===== src/rtl/icsa_cfg.svh =====
`ifndef ICSA_CFG_SVH
`define ICSA_CFG_SVH

// ------------------------------------------------------------
// host i/o port offsets
// ------------------------------------------------------------
`define ICSA_IO_CSR_DATA      5'h10
`define ICSA_IO_PTR_WORD      5'h12
`define ICSA_IO_PTR_DWORD     5'h14
`define ICSA_IO_BCR_WORD      5'h16
`define ICSA_IO_BCR_DWORD     5'h1C

// ------------------------------------------------------------
// configuration space offset of the power-management data byte
// ------------------------------------------------------------
`define ICSA_CFG_PM_DATA      8'h47

// ------------------------------------------------------------
// register numbers behind the data ports
// ------------------------------------------------------------
`define ICSA_CSR_STATUS       8'h00
`define ICSA_CSR_MASK         8'h03
`define ICSA_CSR_BUS_TMO      8'h64
`define ICSA_CSR_MISS_CNT     8'h70
`define ICSA_BCR_PM_FIRST     8'h25
`define ICSA_BCR_PM_LAST      8'h2C

// ------------------------------------------------------------
// status register field positions
// ------------------------------------------------------------
`define ICSA_ST_ERR           15
`define ICSA_ST_RES14         14
`define ICSA_ST_COL           13
`define ICSA_ST_MISS          12
`define ICSA_ST_TMO           11
`define ICSA_ST_RXDONE        10
`define ICSA_ST_GLOBAL_IRQ_ENABLE          6
`define ICSA_ST_STOP          2
`define ICSA_ST_STRT          1
`define ICSA_ST_INIT          0

// ------------------------------------------------------------
// mask register field positions
// ------------------------------------------------------------
`define ICSA_MK_MISS          12
`define ICSA_MK_TMO           11
`define ICSA_MK_RXDONE        10
`define ICSA_MK_LAPP          5

// ------------------------------------------------------------
// reset values
// ------------------------------------------------------------
`define ICSA_PTR_RST          8'h00
`define ICSA_MASK_RST         3'h0
`define ICSA_PM_RST           8'h00
`define ICSA_TMO_RST          16'h0600

// ------------------------------------------------------------
// timing
// ------------------------------------------------------------
`define ICSA_SQE_BIT_TIMES    20
`define ICSA_CLK_PERIOD_NS    8
`define ICSA_TMO_UNIT_NS      100
`define ICSA_TMO_UNIT_CYC     ((`ICSA_TMO_UNIT_NS + `ICSA_CLK_PERIOD_NS - 1) / `ICSA_CLK_PERIOD_NS)

`endif


===== src/rtl/icsa_pkg.sv =====
package icsa_pkg;

   // decoded target of a host i/o access
   typedef enum logic [1:0]
   {
      ICSA_SEL_NONE = 2'h0,
      ICSA_SEL_CSR  = 2'h1,
      ICSA_SEL_PTR  = 2'h3,
      ICSA_SEL_BCR  = 2'h2
   } icsa_sel_e;

   // collision-after-transmit watch
   typedef enum logic
   {
      ICSA_SQE_IDLE = 1'b0,
      ICSA_SQE_WAIT = 1'b1
   } icsa_sqe_e;

   typedef logic [7:0]  icsa_regnum_t;
   typedef logic [15:0] icsa_tmo_t;

endpackage : icsa_pkg


===== src/rtl/icsa_evt_if.sv =====
`timescale 1ns/1ps
`default_nettype none

// events and settings shared between register bank and watchdogs
interface icsa_evt_if;
   logic              tx_end;
   logic              bit_tick;
   logic              bus_req;
   icsa_pkg::icsa_tmo_t tmo_limit;
   logic              sqe_fail;
   logic              bus_tmo;

   modport bank (output tx_end, output bit_tick, output bus_req, output tmo_limit,
                 input sqe_fail, input bus_tmo);
   modport evt  (input tx_end, input bit_tick, input bus_req, input tmo_limit,
                 output sqe_fail, output bus_tmo);
endinterface : icsa_evt_if

`default_nettype wire


===== src/rtl/icsa_evt.sv =====
`timescale 1ns/1ps
`default_nettype none
`include "icsa_cfg.svh"

module icsa_evt
(
   input  wire logic  mclk,
   input  wire logic  reset,
   input  wire logic  col_pin,
   input  wire logic  gnt_n_pin,
   icsa_evt_if.evt    e
);
   import icsa_pkg::*;

   localparam int SQE_N = `ICSA_SQE_BIT_TIMES;
   localparam int UNIT  = `ICSA_TMO_UNIT_CYC;

   // ------------------------------------------------------------
   // pin synchronisers
   // ------------------------------------------------------------
   logic [1:0] pin_in;
   logic [1:0] s1_r, s2_r, s3_r, stb_r;
   logic [1:0] stb_nxt;
   assign pin_in = {gnt_n_pin, col_pin};

   // a change counts once stages two and three agree
   generate
      for (genvar i = 0; i < 2; i++)
      begin : g_sync
         always_comb
         begin
            stb_nxt[i] = (s2_r[i] == s3_r[i]) ? s3_r[i] : stb_r[i];
         end
         always_ff @(posedge mclk or posedge reset)
         begin
            if (reset)
            begin
               s1_r[i]  <= 1'b0;
               s2_r[i]  <= 1'b0;
               s3_r[i]  <= 1'b0;
               stb_r[i] <= 1'b0;
            end
            else
            begin
               s1_r[i]  <= pin_in[i];
               s2_r[i]  <= s1_r[i];
               s3_r[i]  <= s2_r[i];
               stb_r[i] <= stb_nxt[i];
            end
         end
      end
   endgenerate

   // ------------------------------------------------------------
   // collision check after transmit, and bus grant watchdog
   // ------------------------------------------------------------
   icsa_sqe_e sqe_r, sqe_nxt;
   logic [4:0]  bit_r, bit_nxt;
   logic [3:0]  pre_r, pre_nxt;
   icsa_tmo_t   unit_r, unit_nxt;
   logic        fired_r, fired_nxt;
   logic        sqe_fail_nxt, tmo_nxt, sqe_fail_r, tmo_r;

   always_comb
   begin
      sqe_nxt      = sqe_r;
      bit_nxt      = bit_r;
      sqe_fail_nxt = 1'b0;
      unique case (sqe_r)
         ICSA_SQE_IDLE:
         begin
            bit_nxt = 5'h00;
            if (e.tx_end)
               sqe_nxt = ICSA_SQE_WAIT;
         end
         ICSA_SQE_WAIT:
         begin
            if (stb_r[0])
               sqe_nxt = ICSA_SQE_IDLE;
            else if (e.bit_tick)
            begin
               if (bit_r == 5'(SQE_N - 1))
               begin
                  sqe_fail_nxt = 1'b1;
                  sqe_nxt      = ICSA_SQE_IDLE;
               end
               else
                  bit_nxt = bit_r + 5'h01;
            end
         end
      endcase
      // request pending while grant (active low) stays high
      pre_nxt   = 4'h0;
      unit_nxt  = 16'h0000;
      fired_nxt = 1'b0;
      tmo_nxt   = 1'b0;
      if (e.bus_req && stb_r[1])
      begin
         fired_nxt = fired_r;
         unit_nxt  = unit_r;
         pre_nxt   = (pre_r == 4'(UNIT - 1)) ? 4'h0 : pre_r + 4'h1;
         if (pre_r == 4'(UNIT - 1) && unit_r != 16'hFFFF)
            unit_nxt = unit_r + 16'h0001;
         if (!fired_r && e.tmo_limit != 16'h0000 && unit_r >= e.tmo_limit)
         begin
            tmo_nxt   = 1'b1;
            fired_nxt = 1'b1;
         end
      end
   end

   always_ff @(posedge mclk or posedge reset)
   begin
      if (reset)
      begin
         sqe_r      <= ICSA_SQE_IDLE;
         bit_r      <= 5'h00;
         pre_r      <= 4'h0;
         unit_r     <= 16'h0000;
         fired_r    <= 1'b0;
         sqe_fail_r <= 1'b0;
         tmo_r      <= 1'b0;
      end
      else
      begin
         sqe_r      <= sqe_nxt;
         bit_r      <= bit_nxt;
         pre_r      <= pre_nxt;
         unit_r     <= unit_nxt;
         fired_r    <= fired_nxt;
         sqe_fail_r <= sqe_fail_nxt;
         tmo_r      <= tmo_nxt;
      end
   end

   assign e.sqe_fail = sqe_fail_r;
   assign e.bus_tmo  = tmo_r;

endmodule : icsa_evt

`default_nettype wire


===== src/rtl/icsa_top.sv =====
// Summary of operation
// - read-only pm data byte at config 47h
// - pm byte aliased onto bus config 37-44
// - pointer port at 12h word, 14h dword
// - status data port 10h uses pointer
// - bus config port 16h/1Ch uses pointer
// - pointer bits 7-0 held, rest zero
// - pointer cleared by resets, stop ignored
// - interrupt flags clear on writing one
// - bit 15 is live OR of errors
// - bit 14 always reads zero
// - collision missing 20 bits after transmit
// - collision error suppressed per duplex/port mode
// - collision error sets summary, never interrupts
// - missed frame sets flag, bumps counter
// - missed frame interrupts when enabled, unmasked
// - ungranted bus request past timeout flags
// - bus timeout interrupts when enabled, unmasked
// - receive done on last, or first with look-ahead set
// - receive done interrupts when enabled, unmasked
// - error flags clear: one, reset, stop
// - receive flag clears: one, reset, stop
// - interrupt only with enable and unmasked flag
`timescale 1ns/1ps
`default_nettype none
`include "icsa_cfg.svh"

module icsa_top
#(
   parameter int MFC_W = 16
)
(
   input  wire logic                 mclk,
   input  wire logic                 reset,
   input  wire logic                 sw_reset,
   input  wire logic                 dword_mode,
   input  wire logic                 io_rd,
   input  wire logic                 io_wr,
   input  wire logic [4:0]           io_addr,
   input  wire logic [31:0]          io_wdata,
   output logic [31:0]               io_rdata,
   output logic                      io_rvalid,
   input  wire logic                 cfg_rd,
   input  wire logic [7:0]           cfg_addr,
   output logic [7:0]                cfg_rdata,
   input  wire logic                 ee_load,
   input  wire logic [7:0]           ee_byte,
   input  wire logic                 tx_end,
   input  wire logic                 net_bit_tick,
   input  wire logic                 col_pin,
   input  wire logic                 full_duplex,
   input  wire logic                 mii_sel,
   input  wire logic                 phy_half_duplex,
   input  wire logic                 phy_10mbps,
   input  wire logic                 bus_req,
   input  wire logic                 gnt_n_pin,
   input  wire logic                 frame_missed,
   input  wire logic                 rx_last_desc_done,
   input  wire logic                 rx_first_desc_done,
   output logic                      irq_n,
   output logic                      stop_out,
   output logic                      look_ahead_enable
);
   import icsa_pkg::*;

   // ------------------------------------------------------------
   // elaboration checks
   // ------------------------------------------------------------
   if (MFC_W < 1 || MFC_W > 32)
   begin : g_bad_width
      $error("icsa_top: MFC_W must be 1 to 32");
   end

   // ------------------------------------------------------------
   // watchdogs for collision check and bus grant
   // ------------------------------------------------------------
   icsa_evt_if ev ();
   icsa_tmo_t  tmo_r, tmo_nxt;

   assign ev.tx_end    = tx_end;
   assign ev.bit_tick  = net_bit_tick;
   assign ev.bus_req   = bus_req;
   assign ev.tmo_limit = tmo_r;

   icsa_evt u_evt
   (
      .mclk      (mclk),
      .reset     (reset),
      .col_pin   (col_pin),
      .gnt_n_pin (gnt_n_pin),
      .e         (ev)
   );

   // ------------------------------------------------------------
   // host access decode
   // ------------------------------------------------------------
   icsa_sel_e sel;

   // pointer and bus config port offsets shift with the i/o mode; status data port stays at 10h
   always_comb
   begin
      sel = ICSA_SEL_NONE;
      if (io_addr == `ICSA_IO_CSR_DATA)
         sel = ICSA_SEL_CSR;
      else if (io_addr == (dword_mode ? `ICSA_IO_PTR_DWORD : `ICSA_IO_PTR_WORD))
         sel = ICSA_SEL_PTR;
      else if (io_addr == (dword_mode ? `ICSA_IO_BCR_DWORD : `ICSA_IO_BCR_WORD))
         sel = ICSA_SEL_BCR;
   end

   logic wr_ptr, wr_csr, wr_bcr;
   assign wr_ptr = io_wr && sel == ICSA_SEL_PTR;
   assign wr_csr = io_wr && sel == ICSA_SEL_CSR;
   assign wr_bcr = io_wr && sel == ICSA_SEL_BCR;

   // ------------------------------------------------------------
   // register state
   // ------------------------------------------------------------
   icsa_regnum_t     ptr_r, ptr_nxt;
   logic [7:0]       pm_r, pm_nxt;
   logic             col_r, col_nxt;
   logic             miss_r, miss_nxt;
   logic             tmof_r, tmof_nxt;
   logic             rxd_r, rxd_nxt;
   logic             global_irq_enable_r, global_irq_enable_nxt;
   logic             stop_r, stop_nxt;
   logic [2:0]       mask_r, mask_nxt;
   logic             lapp_r, lapp_nxt;
   logic [MFC_W-1:0] mfc_r, mfc_nxt;
   logic [31:0]      rdata_r, rdata_nxt;
   logic             rvalid_r;
   logic [7:0]       cfg_r, cfg_nxt;

   logic in_controller_status_control, in_interrupt_mask_register, stop_set, flag_clr, col_ok, bcr_pm;
   logic err;
   logic [31:0] controller_status_control_val;

   assign in_controller_status_control  = wr_csr && ptr_r == `ICSA_CSR_STATUS;
   assign in_interrupt_mask_register  = wr_csr && ptr_r == `ICSA_CSR_MASK;
   assign stop_set = in_controller_status_control && io_wdata[`ICSA_ST_STOP];
   assign flag_clr = sw_reset || stop_set;
   assign bcr_pm   = ptr_r >= `ICSA_BCR_PM_FIRST && ptr_r <= `ICSA_BCR_PM_LAST;

   // collision result only counts in half duplex and, on mii, 10 mb/s
   assign col_ok = !full_duplex && (!mii_sel || (phy_half_duplex && phy_10mbps));

   // error summary is live, never stored
   assign err = col_r | miss_r | tmof_r;

   // status word as seen by the host
   always_comb
   begin
      controller_status_control_val                 = 32'h0000_0000;
      controller_status_control_val[`ICSA_ST_ERR]   = err;
      controller_status_control_val[`ICSA_ST_RES14] = 1'b0;
      controller_status_control_val[`ICSA_ST_COL]   = col_r;
      controller_status_control_val[`ICSA_ST_MISS]  = miss_r;
      controller_status_control_val[`ICSA_ST_TMO]   = tmof_r;
      controller_status_control_val[`ICSA_ST_RXDONE] = rxd_r;
      controller_status_control_val[`ICSA_ST_GLOBAL_IRQ_ENABLE]  = global_irq_enable_r;
      controller_status_control_val[`ICSA_ST_STOP]  = stop_r;
   end

   // ------------------------------------------------------------
   // next-state computation
   // ------------------------------------------------------------
   always_comb
   begin
      // pointer keeps only its low byte; stop leaves it alone
      ptr_nxt = ptr_r;
      if (sw_reset)
         ptr_nxt = `ICSA_PTR_RST;
      else if (wr_ptr)
         ptr_nxt = io_wdata[7:0];

      // pm byte from serial memory, or test writes through the alias
      pm_nxt = pm_r;
      if (ee_load)
         pm_nxt = ee_byte;
      else if (wr_bcr && bcr_pm)
         pm_nxt = io_wdata[7:0];

      // sticky flags: hardware set beats host write-one clear
      col_nxt  = (col_r  && !(in_controller_status_control && io_wdata[`ICSA_ST_COL]))
                 || (ev.sqe_fail && col_ok);
      miss_nxt = (miss_r && !(in_controller_status_control && io_wdata[`ICSA_ST_MISS]))
                 || frame_missed;
      tmof_nxt = (tmof_r && !(in_controller_status_control && io_wdata[`ICSA_ST_TMO]))
                 || ev.bus_tmo;
      rxd_nxt  = (rxd_r  && !(in_controller_status_control && io_wdata[`ICSA_ST_RXDONE]))
                 || rx_last_desc_done
                 || (rx_first_desc_done && lapp_r);
      if (flag_clr)
      begin
         col_nxt  = 1'b0;
         miss_nxt = 1'b0;
         tmof_nxt = 1'b0;
         rxd_nxt  = 1'b0;
      end

      // interrupt enable and stop control
      global_irq_enable_nxt = in_controller_status_control ? io_wdata[`ICSA_ST_GLOBAL_IRQ_ENABLE] : global_irq_enable_r;
      stop_nxt = stop_r;
      if (in_controller_status_control && (io_wdata[`ICSA_ST_STRT] || io_wdata[`ICSA_ST_INIT]))
         stop_nxt = 1'b0;
      if (sw_reset || stop_set)
      begin
         stop_nxt = 1'b1;
         global_irq_enable_nxt = 1'b0;
      end

      // mask register
      mask_nxt = mask_r;
      lapp_nxt = lapp_r;
      if (in_interrupt_mask_register)
      begin
         mask_nxt = {io_wdata[`ICSA_MK_MISS], io_wdata[`ICSA_MK_TMO], io_wdata[`ICSA_MK_RXDONE]};
         lapp_nxt = io_wdata[`ICSA_MK_LAPP];
      end

      // bus timeout and missed-frame counter
      tmo_nxt = tmo_r;
      if (wr_csr && ptr_r == `ICSA_CSR_BUS_TMO)
         tmo_nxt = io_wdata[15:0];
      mfc_nxt = mfc_r;
      if (wr_csr && ptr_r == `ICSA_CSR_MISS_CNT)
         mfc_nxt = io_wdata[MFC_W-1:0];
      if (frame_missed)
         mfc_nxt = mfc_r + MFC_W'(1);

      // read data through the pointer
      rdata_nxt = rdata_r;
      if (io_rd)
      begin
         rdata_nxt = 32'h0000_0000;
         unique case (sel)
            ICSA_SEL_PTR:
               rdata_nxt = {24'h00_0000, ptr_r};
            ICSA_SEL_CSR:
            begin
               if (ptr_r == `ICSA_CSR_STATUS)
                  rdata_nxt = controller_status_control_val;
               else if (ptr_r == `ICSA_CSR_MASK)
               begin
                  rdata_nxt[`ICSA_MK_MISS]   = mask_r[2];
                  rdata_nxt[`ICSA_MK_TMO]    = mask_r[1];
                  rdata_nxt[`ICSA_MK_RXDONE] = mask_r[0];
                  rdata_nxt[`ICSA_MK_LAPP]   = lapp_r;
               end
               else if (ptr_r == `ICSA_CSR_BUS_TMO)
                  rdata_nxt = {16'h0000, tmo_r};
               else if (ptr_r == `ICSA_CSR_MISS_CNT)
                  rdata_nxt[MFC_W-1:0] = mfc_r;
            end
            ICSA_SEL_BCR:
            begin
               if (bcr_pm)
                  rdata_nxt = {24'h00_0000, pm_r};
            end
            ICSA_SEL_NONE:
               rdata_nxt = 32'h0000_0000;
         endcase
      end

      // configuration space read
      cfg_nxt = cfg_r;
      if (cfg_rd)
         cfg_nxt = (cfg_addr == `ICSA_CFG_PM_DATA) ? pm_r : 8'h00;
   end

   // ------------------------------------------------------------
   // registers
   // ------------------------------------------------------------
   always_ff @(posedge mclk or posedge reset)
   begin
      if (reset)
      begin
         ptr_r    <= `ICSA_PTR_RST;
         pm_r     <= `ICSA_PM_RST;
         col_r    <= 1'b0;
         miss_r   <= 1'b0;
         tmof_r   <= 1'b0;
         rxd_r    <= 1'b0;
         global_irq_enable_r   <= 1'b0;
         stop_r   <= 1'b1;
         mask_r   <= `ICSA_MASK_RST;
         lapp_r   <= 1'b0;
         tmo_r    <= `ICSA_TMO_RST;
         mfc_r    <= '0;
         rdata_r  <= 32'h0000_0000;
         rvalid_r <= 1'b0;
         cfg_r    <= 8'h00;
      end
      else
      begin
         ptr_r    <= ptr_nxt;
         pm_r     <= pm_nxt;
         col_r    <= col_nxt;
         miss_r   <= miss_nxt;
         tmof_r   <= tmof_nxt;
         rxd_r    <= rxd_nxt;
         global_irq_enable_r   <= global_irq_enable_nxt;
         stop_r   <= stop_nxt;
         mask_r   <= mask_nxt;
         lapp_r   <= lapp_nxt;
         tmo_r    <= tmo_nxt;
         mfc_r    <= mfc_nxt;
         rdata_r  <= rdata_nxt;
         rvalid_r <= io_rd;
         cfg_r    <= cfg_nxt;
      end
   end

   // ------------------------------------------------------------
   // outputs
   // ------------------------------------------------------------
   // collision flag has no path to the interrupt
   assign irq_n = !(global_irq_enable_r && ((miss_r && !mask_r[2])
                             || (tmof_r && !mask_r[1])
                             || (rxd_r && !mask_r[0])));
   assign io_rdata          = rdata_r;
   assign io_rvalid         = rvalid_r;
   assign cfg_rdata         = cfg_r;
   assign stop_out          = stop_r;
   assign look_ahead_enable = lapp_r;

endmodule : icsa_top

`default_nettype wire


===== config.mk =====
export PLATFORM = sky130hd
export DESIGN_NAME = icsa_top
export DESIGN_NICKNAME = d
export VERILOG_FILES = /design/src/rtl/icsa_pkg.sv /design/src/rtl/icsa_evt_if.sv /design/src/rtl/icsa_evt.sv /design/src/rtl/icsa_top.sv
export VERILOG_INCLUDE_DIRS = /design/src /design/src/rtl
export SDC_FILE = /design/constraint.sdc
export NUM_CORES = 1
export LEC_CHECK = 0
export ABC_AREA = 1
export BUFFER_PORTS_ARGS = -buffer_cell sky130_fd_sc_hd__buf_2
export CORE_MARGIN = 1
export CORE_UTILIZATION = 30
export CTS_CLUSTER_DIAMETER = 200
export CTS_CLUSTER_SIZE = 30
export DETAILED_ROUTE_END_ITERATION = 8
export GPL_ROUTABILITY_DRIVEN = 0
export GPL_TIMING_DRIVEN = 0
export PLACE_DENSITY_LB_ADDON = 0.05
export SYNTH_ARGS = -nofsm -noshare
export SYNTH_HDL_FRONTEND = slang
export SYNTH_SLANG_ARGS = --single-unit

===== constraint.sdc =====
create_clock -name mclk -period 4.45 [get_ports mclk]
set_clock_uncertainty 0.05 [all_clocks]
set_input_delay 0.445 -clock mclk [delete_from_list [all_inputs] [get_ports mclk]]
set_output_delay 0.445 -clock mclk [all_outputs]
set_load 0.005 [all_outputs]

==> results.ini, run 1 <==
[power_and_ir_drop]
p_total_mw=3.00
p_leak_nw=4.14
ir_drop_uv=197
p_per_area_nw_per_um2=352

[clock_tree]
cts.clk_slew.worst_paths_ps=60
cts_max_level=4
clock_sinks=120
postCtsSetupBuffers=0
cts_tree=done
cts-root-buf=clkbuf_16
cts_made_buffers=17
insertion_delay_ps=420
clockBufferDepth=2
cts_resized=0

[finish]
final_cell_area_um2=8530
fin_cells=1351
final-seq-area_um2=3010
fill_cells=2429
n_antenna_cell=0
drive_above_1_share=0.198
nNetsFinal=1119
syn2layout_area_growth_pct=21.9
multi_input_area_um2=3390

[critical_path]
crit_arrival_ps=1410
crit_path_max_fanout=3
required_ps=3950
slowest_stage=dfrtp_1
worst_setup_path_start_kind=register
max_stage_delay_ps=390
crit_chain=o221ai_1 -> nand2_1 -> buf_2
endpoint_kind=output port
critPathKind=reg2out

[timing]
fin_crit_ps=1910
rsz0062_at_grt=false
min_period_over_period=0.429
slew_headroom=0.570
worst_slew_pin_slew_ps=640
setup_viol_count_final=0
worst_slack_ps=2540
slew_violations=0
timing.final.hold_violations=0
fmax_mhz=524

[hold_path]
hold_class=in2reg

[yosys]
synth_seq_area_share=0.430
yosysWarnings=0
syn_inst=905
synth.top_cell.area_share=0.419
synth_top_cell_by_area=dfrtp_1
yosysUniqueCellTypes=49
synth_area_leaders=dfrtp_1 (42%), nand2_1 (13%), inv_1 (5.5%)
avgSynthCellArea_um2=7.73
synth-seq-cells=120
netlist_area_um2=6990

[routing]
drt_first_pass_iters=4
ant_nets=0
drt-total-wl_mm=21.1
drt_iter0_markers=359
drcViolationCount=0
num_vias=6192
viasPerCell=4.58
routedWlPerCell_um=15.6

[grt]
grt_pass1_wl_mm=33.9
grt_overflow=0
grt_use_total=0.187
grt_pass1_vias=6001
antenna_found_initial=0
grt_max_degree=79

[flow_run]
cap_violations=0

[placed_design]
hpwl_mm=16.0
post_dp_cell_area_um2=7890
io_buffers=84
dp_slack_ps=2460
dp.cells=1318

[floorplanning]
io_pins=117
die_width_um=155
start_util=0.307
rows=55
core_area_um2=22800
dieArea_um2=23900
chipHeight_um=155

[status]
status=finished clean

==> metal layers <==
layer  GRT usage  part of all wire  vias up
li1            -                 -     3189
met3      0.0384             0.038       11
met2       0.288              0.44      140
met4      0.0438            0.0095        0
met5           0                 0        -
met1       0.267              0.51     2852
==> report_power, final <==
group	total [mW]	internal (mW)	leakage (nW)	switching, mW
Clock	1.48	0.953	0.289	0.531
Combinational	0.319	0.111	2.26	0.207
Sequential	1.20	1.15	1.60	0.0536
Total	3.00	2.21	4.14	0.792
==> registers in the layout, summed over array words and instances, names as in the netlist, 3 cells and up <==
signal        flops
io_rdata         16
u_evt.unit_r     16
mask_r            3
mfc_r            16
u_evt.bit_r       5
ev.tmo_limit     16
cfg_rdata         8
u_evt.pre_r       4
pm_r              8
ptr_r             8
==> cell usage in the layout (no fill, tap or decap), drive strengths merged, types with 23 or more instances in the layout <==
cell and instances:
o21ai 89, dfrtp 117, inv 116, nor2 75
nand2 252, buf 107, nand4 23, nand3 77
a21oi 28, clkbuf 30
==> path summary, 6_finish.rpt <==
check	start	to	slack (ps)	cells past startpoint
max in group asynchronous	reset	stop_out$_DFFE_PP1P_	3020	4
setup reg to reg	u_evt.unit_r[0]$_DFFE_PP0P_	u_evt.unit_r[5]$_DFFE_PP0P_	2570	10
hold reg to reg	u_evt.s1_r[0]$_DFF_PP0_	u_evt.s2_r[0]$_DFF_PP0_	300	0
min in group asynchronous	reset	io_rdata[14]$_DFFE_PP0P_	550	3
setup / recovery	mask_r[2]$_DFFE_PP0P_	irq_n	2540	3
hold / removal	gnt_n_pin	u_evt.s1_r[1]$_DFF_PP0_	80	1
==> kinds of logic after synthesis <==
family,after synthesis,share of synthesized area
adder cells (fa/ha/maj),23,0.0404
flip-flops,120,0.430
buffers and inverters,148,0.0927
other,1,0.000536
XOR/XNOR,8,0.0100
AO/OA/AOI/OAI,157,0.136
AND/OR/NAND/NOR,448,0.291
==> stage by stage <==
| step | utilization | TNS (ps) | hold slack, ps |
|---|---|---|---|
| CTS | 0.374 | 0 | 60.0 |
| global placement | 0.345 | -135640 | 282 |
| finish | 0.374 | 0 | 81.2 |
| detailed placement | 0.347 | 0 | 292 |
| global route | 0.374 | 0 | 56.5 |
| floorplan | - | 0 | 281 |
==> worst max-delay path, delay by kind of cell (launching register included) <==
family,cells,cell delay [ps]
compound gates,1,310
buf+inv,1,150
flops,1,390
simple gates,1,140
==> synth_stat cells (all sizes together) <==
cell type,count
o221ai,1
nor4b,1
nand3,77
clkbuf,9
clkinv,1
nand2,252
nor3,12
o21bai,5
xnor2,3
or2,4
dfstp,3
o31ai,7
maj3,2
o22ai,13
ha,21
o21a,1
nor3b,1
buf,22
a21oi,28
o211ai,11
nand3b,1
nand4,23
conb,1
nor2,75
a21o,2
inv,116
and2,2
o21ai,89
xor2,5
dfrtp,117
==> final cells by class <==
type / instances / area share
Inverter: 117 / 0.0524
Timing Repair Buffer: 86 / 0.0537
Multi-Input combinational cell: 652 / 0.398
Clock inverter: 11 / 0.0202
Clock buffer: 21 / 0.0528
Tap cell: 313 / 0.0459
Sequential cell: 120 / 0.353
Buffer: 31 / 0.0242
==> repair_timing <==
item | 4_1_cts | 5_1_grt
hold buffers | 1 | 0
hold endpoints to repair | 3 | 0
endpoints found under the setup margin | 0 | 0
Note: power is estimated with default switching activity, not from simulation.
==> run 2: changes to the inputs <==
Clock period 4.45 ns to 1.5 ns, I/O delays scaled along.
==> run 2 against run 1 <==
  * The flow now finishes with violations (setup timing)
  * Register-to-register slack worse by 2700 ps
  * Global-route usage increased by 1.2 points
  * Die area unchanged
  * Power grew to 3.2 times the previous value
  * First-iteration DRC count is 3.3% lower
  * Routed wire length grew 6.8%
==> results.ini, run 2 (same netlist as run 1, synthesis figures left out) <==
[hold_path]
hold_path_end=ev.tmo_limit[8]$_DFFE_PP0P_  ; was u_evt.s1_r[1]$_DFF_PP0_
min_from=io_wdata[8]  ; was gnt_n_pin
hold_class=in2reg  ; unchanged
holdPathStages=3  ; was 1

[clock_tree]
clockBufferDepth=2  ; unchanged
cts.clk_slew.worst_paths_ps=60  ; about the same
cts-root-buf=clkbuf_16  ; unchanged
clock_sinks=120  ; unchanged
cts_tree=done  ; unchanged
cts_max_level=4  ; unchanged
cts_made_buffers=17  ; unchanged
insertion_delay_ps=420  ; about the same

[grt]
grt_use_total=0.198  ; was 0.187
grt_pass1_vias=6432  ; was 6001
grt_pass1_wl_mm=36.0  ; was 33.9 mm
grt_overflow=0  ; unchanged
grt_max_degree=40  ; was 79
antenna_found_initial=0  ; unchanged

[finish]
layout_commonest_cell=nand2_1  ; unchanged
syn2layout_area_growth_pct=45.8  ; was 21.9%
drive_above_1_share=0.363  ; was 0.198
mostFrequentLayoutCells=nand2_1 (193), dfrtp_1 (107), inv_1 (91)  ; was nand2_1 (236), dfrtp_1 (117), inv_1 (102)
nNetsFinal=1193  ; was 1119
n_antenna_cell=0  ; unchanged
fill_cells=2294  ; was 2429

[routing]
drcViolationCount=0  ; unchanged
num_vias=6562  ; was 6192
routedWlPerCell_um=15.8  ; was 15.6 um
drt-total-wl_mm=22.6  ; was 21.1 mm
dr_wl_met3_um=726  ; was 807 um
wirelength_met1_mm=11.1  ; was 10.9 mm
drt_first_pass_iters=5  ; was 4
viasPerCell=4.61  ; was 4.58
drt_iter0_markers=347  ; was 359
ant_nets=0  ; unchanged
wl_met2_mm=10.5  ; was 9.24 mm
dr.max_layer_used=met4  ; unchanged

[power_and_ir_drop]
p_clk_frac=0.498  ; was 0.494
p_per_area_nw_per_um2=944  ; was 352 nW/um^2
pwr-share-comb=0.131  ; was 0.106
pwr-share-seq=0.371  ; was 0.400
p_total_mw=9.63  ; was 3.00 mW
ir_drop_uv=677  ; was 197 uV
p_leak_nw=4.80  ; was 4.14 nW
switching_share=0.252  ; was 0.264
p_switching_mw=2.43  ; was 792 uW
internal-power_mw=7.20  ; was 2.21 mW

[floorplanning]
die_width_um=155  ; unchanged
chipHeight_um=155  ; unchanged
start_util=0.307  ; unchanged
io_pins=117  ; unchanged
dieArea_um2=23900  ; unchanged
core_area_um2=22800  ; unchanged
rows=55  ; unchanged

[timing]
setup_viol_count_final=78  ; was 0
fmax_mhz=602
worst_slack_ps=-162  ; was 2540 ps
worst_slew_pin_slew_ps=656  ; was 640 ps
fin_crit_ps=1660
hold_slack_ps=22.3  ; was 81.2 ps
slew_violations=0  ; unchanged
min_period_over_period=1.11
slew_headroom=0.562  ; was 0.570
rsz0062_at_grt=true  ; was false
timing.final.hold_violations=0  ; unchanged

[critical_path]
r2r-end=mfc_r[12]$_DFFE_PP0P_  ; was u_evt.unit_r[5]$_DFFE_PP0P_
required_ps=1750  ; was 3950 ps
crit_arrival_ps=1910  ; was 1410 ps
endpoint_kind=register  ; was output port
worst_setup_path_start_kind=register  ; unchanged
crit_path_max_fanout=8  ; was 3
critPathKind=reg2reg  ; was reg2out
rrSetupSlack_ps=-160  ; was 2570 ps
r2r_cells=9  ; was 10
r2r-start=ptr_r[1]$_DFFE_PP0P_  ; was u_evt.unit_r[0]$_DFFE_PP0P_

[status]
violations=setup timing
status=complete, but fails checks  ; was finished clean

[flow_run]
cap_violations=0  ; unchanged

[placed_design]
io_buffers=84  ; unchanged
hpwl_mm=16.2  ; was 16.0 mm

-- run 2: cell count changes in the layout (fill, tap and decap cells not counted), moves of 18 or more --
cell	delta
buf_6	+20
buf_4	+24
o21ai_0	-22
dlygate4sd3_1	+18
nand2_2	+27
nand3_1	-24
nand2_1	-43
nand3_2	+18
-- run 2: area by class of cell --
type | count | area, um^2 | area share
clock buffer | 23 | 488 | 0.0478
buffer | 31 | 240 | 0.0236
timing repair buffer | 158 | 1250 | 0.123
timing repair inverter | 1 | 11.3 | 0.00110
tap | 313 | 392 | 0.0384
multi-input combinational | 653 | 4130 | 0.405
clock inverter | 8 | 190 | 0.0186
inverter | 117 | 478 | 0.0469
sequential | 120 | 3020 | 0.296
-- run 2: what timing repair did --
item,4_1_cts,5_1_grt
endpoints found under the hold margin,139,0
setup endpoints to repair,85,86
gates cloned,4,1
buffers inserted,35,16
hold buffers,19,0
pin swaps,39,32
gates resized for setup,125,128
-- run 2: worst max-delay path by stage --
stage	from	to	slack, ps	depth (start not counted)
after detailed placement	ptr_r[0]$_DFFE_PP0P_	mfc_r[7]$_DFFE_PP0P_	-330	10
after floorplan	reset	cfg_rdata[0]$_DFFE_PP0P_	-170	1
after CTS	u_evt.unit_r[0]$_DFFE_PP0P_	u_evt.unit_r[14]$_DFFE_PP0P_	-130	9
after global routing	ptr_r[0]$_DFFE_PP0P_	io_rdata[12]$_DFFE_PP0P_	-250	9
final	ptr_r[1]$_DFFE_PP0P_	mfc_r[12]$_DFFE_PP0P_	-160	9
after global placement	reset	u_evt.unit_r[2]$_DFFE_PP0P_	-1220	2
-- run 2: worst max-delay path, cell delays in order (launching register included) --
cell and delay, ps:
dfrtp_2 430, inv_2 80, nand2_4 90, nor2_4 200
nand2_4 100, inv_6 100, nand2_8 90, nand2_8 190
buf_6 130, o211ai_1 80
-- run 2: metal layers --
metal | vias to the layer above | global-route usage
met5 | - | 0
met4 | 0 | 0.0523
met3 | 19 | 0.0300
met2 | 122 | 0.321
met1 | 3079 | 0.276
li1 | 3342 | -
-- run 2: power groups by stage --
stage               clock network [mW]  registers, mW  logic, mW
finish                            4.80           3.57       1.26
global route                      5.03           3.59       1.40
CTS                               4.89           3.56       1.17
detailed placement                   0           3.61      0.974
global placement                     0           3.61      0.951
floorplan                            0           3.56      0.637
-- run 2: metrics by stage --
stage	instances	setup TNS, ps	area, um^2	setup WS (ps)	util
2_1_floorplan	920	-19550	7080	-167	-
3_3_place_gp	1317	-161760	7900	-1220	0.347
3_5_place_dp	1320	-18020	7960	-327	0.349
4_1_cts	1409	-3920	9570	-126	0.420
5_1_grt	1424	-15260	10200	-253	0.448
6_report	1424	-7890	10200	-162	0.448
==> run 3: changes to the inputs <==
Settings changed: GPL_ROUTABILITY_DRIVEN 0 to default.
Clock period 1.5 ns to 1.51 ns, I/O delays scaled along.
==> run 3 against run 2 <==
  * The flow still finishes with violations (setup timing)
  * Register-to-register slack lost 50 ps
  * Power down 11%
  * First-iteration DRC count shrank 2.6%
  * Setup slack worse by 53 ps
  * Worst hold slack better by 3.5 ps
  * Design area decreased by 0.74%
  * Largest cell class unchanged
  * Largest power group unchanged
==> results.ini, run 3 (same netlist as run 1, synthesis figures left out) <==
[power_and_ir_drop]
p_per_area_nw_per_um2=845  ; was 944 nW/um^2
ir_drop_uv=627  ; was 677 uV
p_total_mw=8.55  ; was 9.63 mW
p_leak_nw=4.75  ; was 4.80 nW

[placed_design]
gp_congestion=0.812
hpwl_mm=16.3  ; was 16.2 mm
io_buffers=84  ; unchanged
dp_slack_ps=-324  ; was -327 ps

[routing]
dr.max_layer_used=met4  ; unchanged
drt_first_pass_iters=6  ; was 5
num_vias=6682  ; was 6562
routedWlPerCell_um=15.8  ; about the same
drcViolationCount=0  ; unchanged
drt-total-wl_mm=22.7  ; was 22.6 mm
viasPerCell=4.66  ; was 4.61
drt_iter0_markers=338  ; was 347
wirelength_met1_mm=11.4  ; was 11.1 mm
dr_wl_met3_um=681  ; was 726 um
wl_met2_mm=10.3  ; was 10.5 mm
ant_nets=0  ; unchanged

[floorplanning]
core_area_um2=22800  ; unchanged
die_width_um=155  ; unchanged
dieArea_um2=23900  ; unchanged
start_util=0.307  ; unchanged
io_pins=117  ; unchanged
chipHeight_um=155  ; unchanged
rows=55  ; unchanged

[timing]
worst_slack_ps=-215  ; was -162 ps
slew_violations=0  ; unchanged
fmax_mhz=580  ; was 602 MHz
rsz0062_at_grt=true  ; unchanged
worst_slew_pin_slew_ps=742  ; was 656 ps
hold_slack_ps=25.7  ; was 22.3 ps
slew_headroom=0.502  ; was 0.562
fin_crit_ps=1730  ; was 1660 ps
setup_viol_count_final=76  ; was 78
timing.final.hold_violations=0  ; unchanged
min_period_over_period=1.14  ; was 1.11

[hold_path]
hold_class=in2reg  ; unchanged
holdPathStages=3  ; unchanged

[critical_path]
required_ps=1750  ; about the same
r2r_cells=10  ; was 9
critPathKind=reg2reg  ; unchanged
crit_path_max_fanout=8  ; unchanged
endpoint_kind=register  ; unchanged
crit_arrival_ps=1960  ; was 1910 ps
worst_setup_path_start_kind=register  ; unchanged

[finish]
nNetsFinal=1202  ; was 1193
utilization=0.444  ; was 0.448
layout_commonest_cell=nand2_1  ; unchanged
final-seq-area_um2=3020  ; about the same
multi_input_area_um2=4120  ; was 4130 um^2
drive_above_1_share=0.385  ; was 0.363
fill_cells=2321  ; was 2294
n_antenna_cell=0  ; unchanged
mostFrequentLayoutCells=nand2_1 (189), dfrtp_1 (105), inv_1 (86)  ; was nand2_1 (193), dfrtp_1 (107), inv_1 (91)
syn2layout_area_growth_pct=44.8  ; was 45.8%

[grt]
grt_pass1_wl_mm=35.3  ; was 36.0 mm
grt_use_total=0.193  ; was 0.198
grt_overflow=0  ; unchanged
grt_max_degree=36  ; was 40
antenna_found_initial=0  ; unchanged
grt_pass1_vias=6474  ; was 6432

[clock_tree]
cts_max_level=4  ; unchanged
cts_tree=done  ; unchanged
cts_made_buffers=17  ; unchanged
clockBufferDepth=2  ; unchanged
insertion_delay_ps=420  ; about the same
cts-root-buf=clkbuf_16  ; unchanged
clock_sinks=120  ; unchanged
cts.clk_slew.worst_paths_ps=60  ; about the same

[flow_run]
cap_violations=0  ; unchanged

[status]
violations=setup timing  ; unchanged
status=complete, but fails checks  ; unchanged

run 3: cell count changes in the layout (fill, tap and decap cells not counted), moves of 5 or more:
cell / previous run / this run
o21ai_1: 36 / 29
o21ai_2: 22 / 33
inv_1: 91 / 86
buf_4: 40 / 49
bufinv_16: 6 / 0
clkinvlp_4: 1 / 9
run 3: per-layer routing:
metal / vias up / global-route usage
li1: 3380 / -
met1: 3134 / 0.270
met2: 143 / 0.302
met3: 25 / 0.0280
met4: 0 / 0.0688
met5: - / 0
run 3: repair_timing:
item                                    CTS  global route
pin swaps                                37            43
buffers inserted                         33            26
resized for setup                       108           164
endpoints found under the hold margin    42             0
cloned                                    3             4
endpoints found under the setup margin   85            88
hold buffers                             18             0
run 3: final cells by class:
class	instances	share of cell area
multi-input combinational	653	0.407
sequential	120	0.298
timing repair buffer	166	0.128
inverter	117	0.0478
clock buffer	18	0.0434
tap	313	0.0387
buffer	31	0.0248
clock inverter	14	0.0101
timing repair inverter	2	0.00161
run 3: where the power goes:
part	switching, mW	internal, mW	total (mW)	leakage (nW)
sequential	0.166	3.38	3.55	1.58
clock	1.61	2.14	3.75	0.247
combinational	0.748	0.507	1.26	2.92
run 3: final timing paths:
kind / startpoint / endpoint / slack, ps
max in group asynchronous: reset / ev.tmo_limit[9]$_DFFE_PP1P_ / 320
min reg2reg: u_evt.s1_r[1]$_DFF_PP0_ / u_evt.s2_r[1]$_DFF_PP0_ / 300
min in group asynchronous: reset / mfc_r[5]$_DFFE_PP0P_ / 270
max reg2reg: ptr_r[0]$_DFFE_PP0P_ / mfc_r[7]$_DFFE_PP0P_ / -220
max: ptr_r[0]$_DFFE_PP0P_ / mfc_r[7]$_DFFE_PP0P_ / -220
min: io_wdata[9] / ev.tmo_limit[9]$_DFFE_PP1P_ / 30
run 3: critical path, stage by stage, from the launching register on:
cell and delay [ps]:
dfrtp_2 430, inv_2 80, nand2_4 80, nor2_4 210, nand2_4 100, inv_6 90
nand2_8 90, nand2_8 190, clkinv_8 100, nand2_4 60, o211ai_2 70
run 3: through the flow:
stage	cell area, um^2	cells	setup TNS [ps]
6_report	10100	1434	-7420
5_1_grt	10100	1434	-12650
4_1_cts	9320	1406	-4330
3_5_place_dp	7940	1320	-16940
3_3_place_gp	7880	1317	-162780
2_1_floorplan	7070	920	-18470
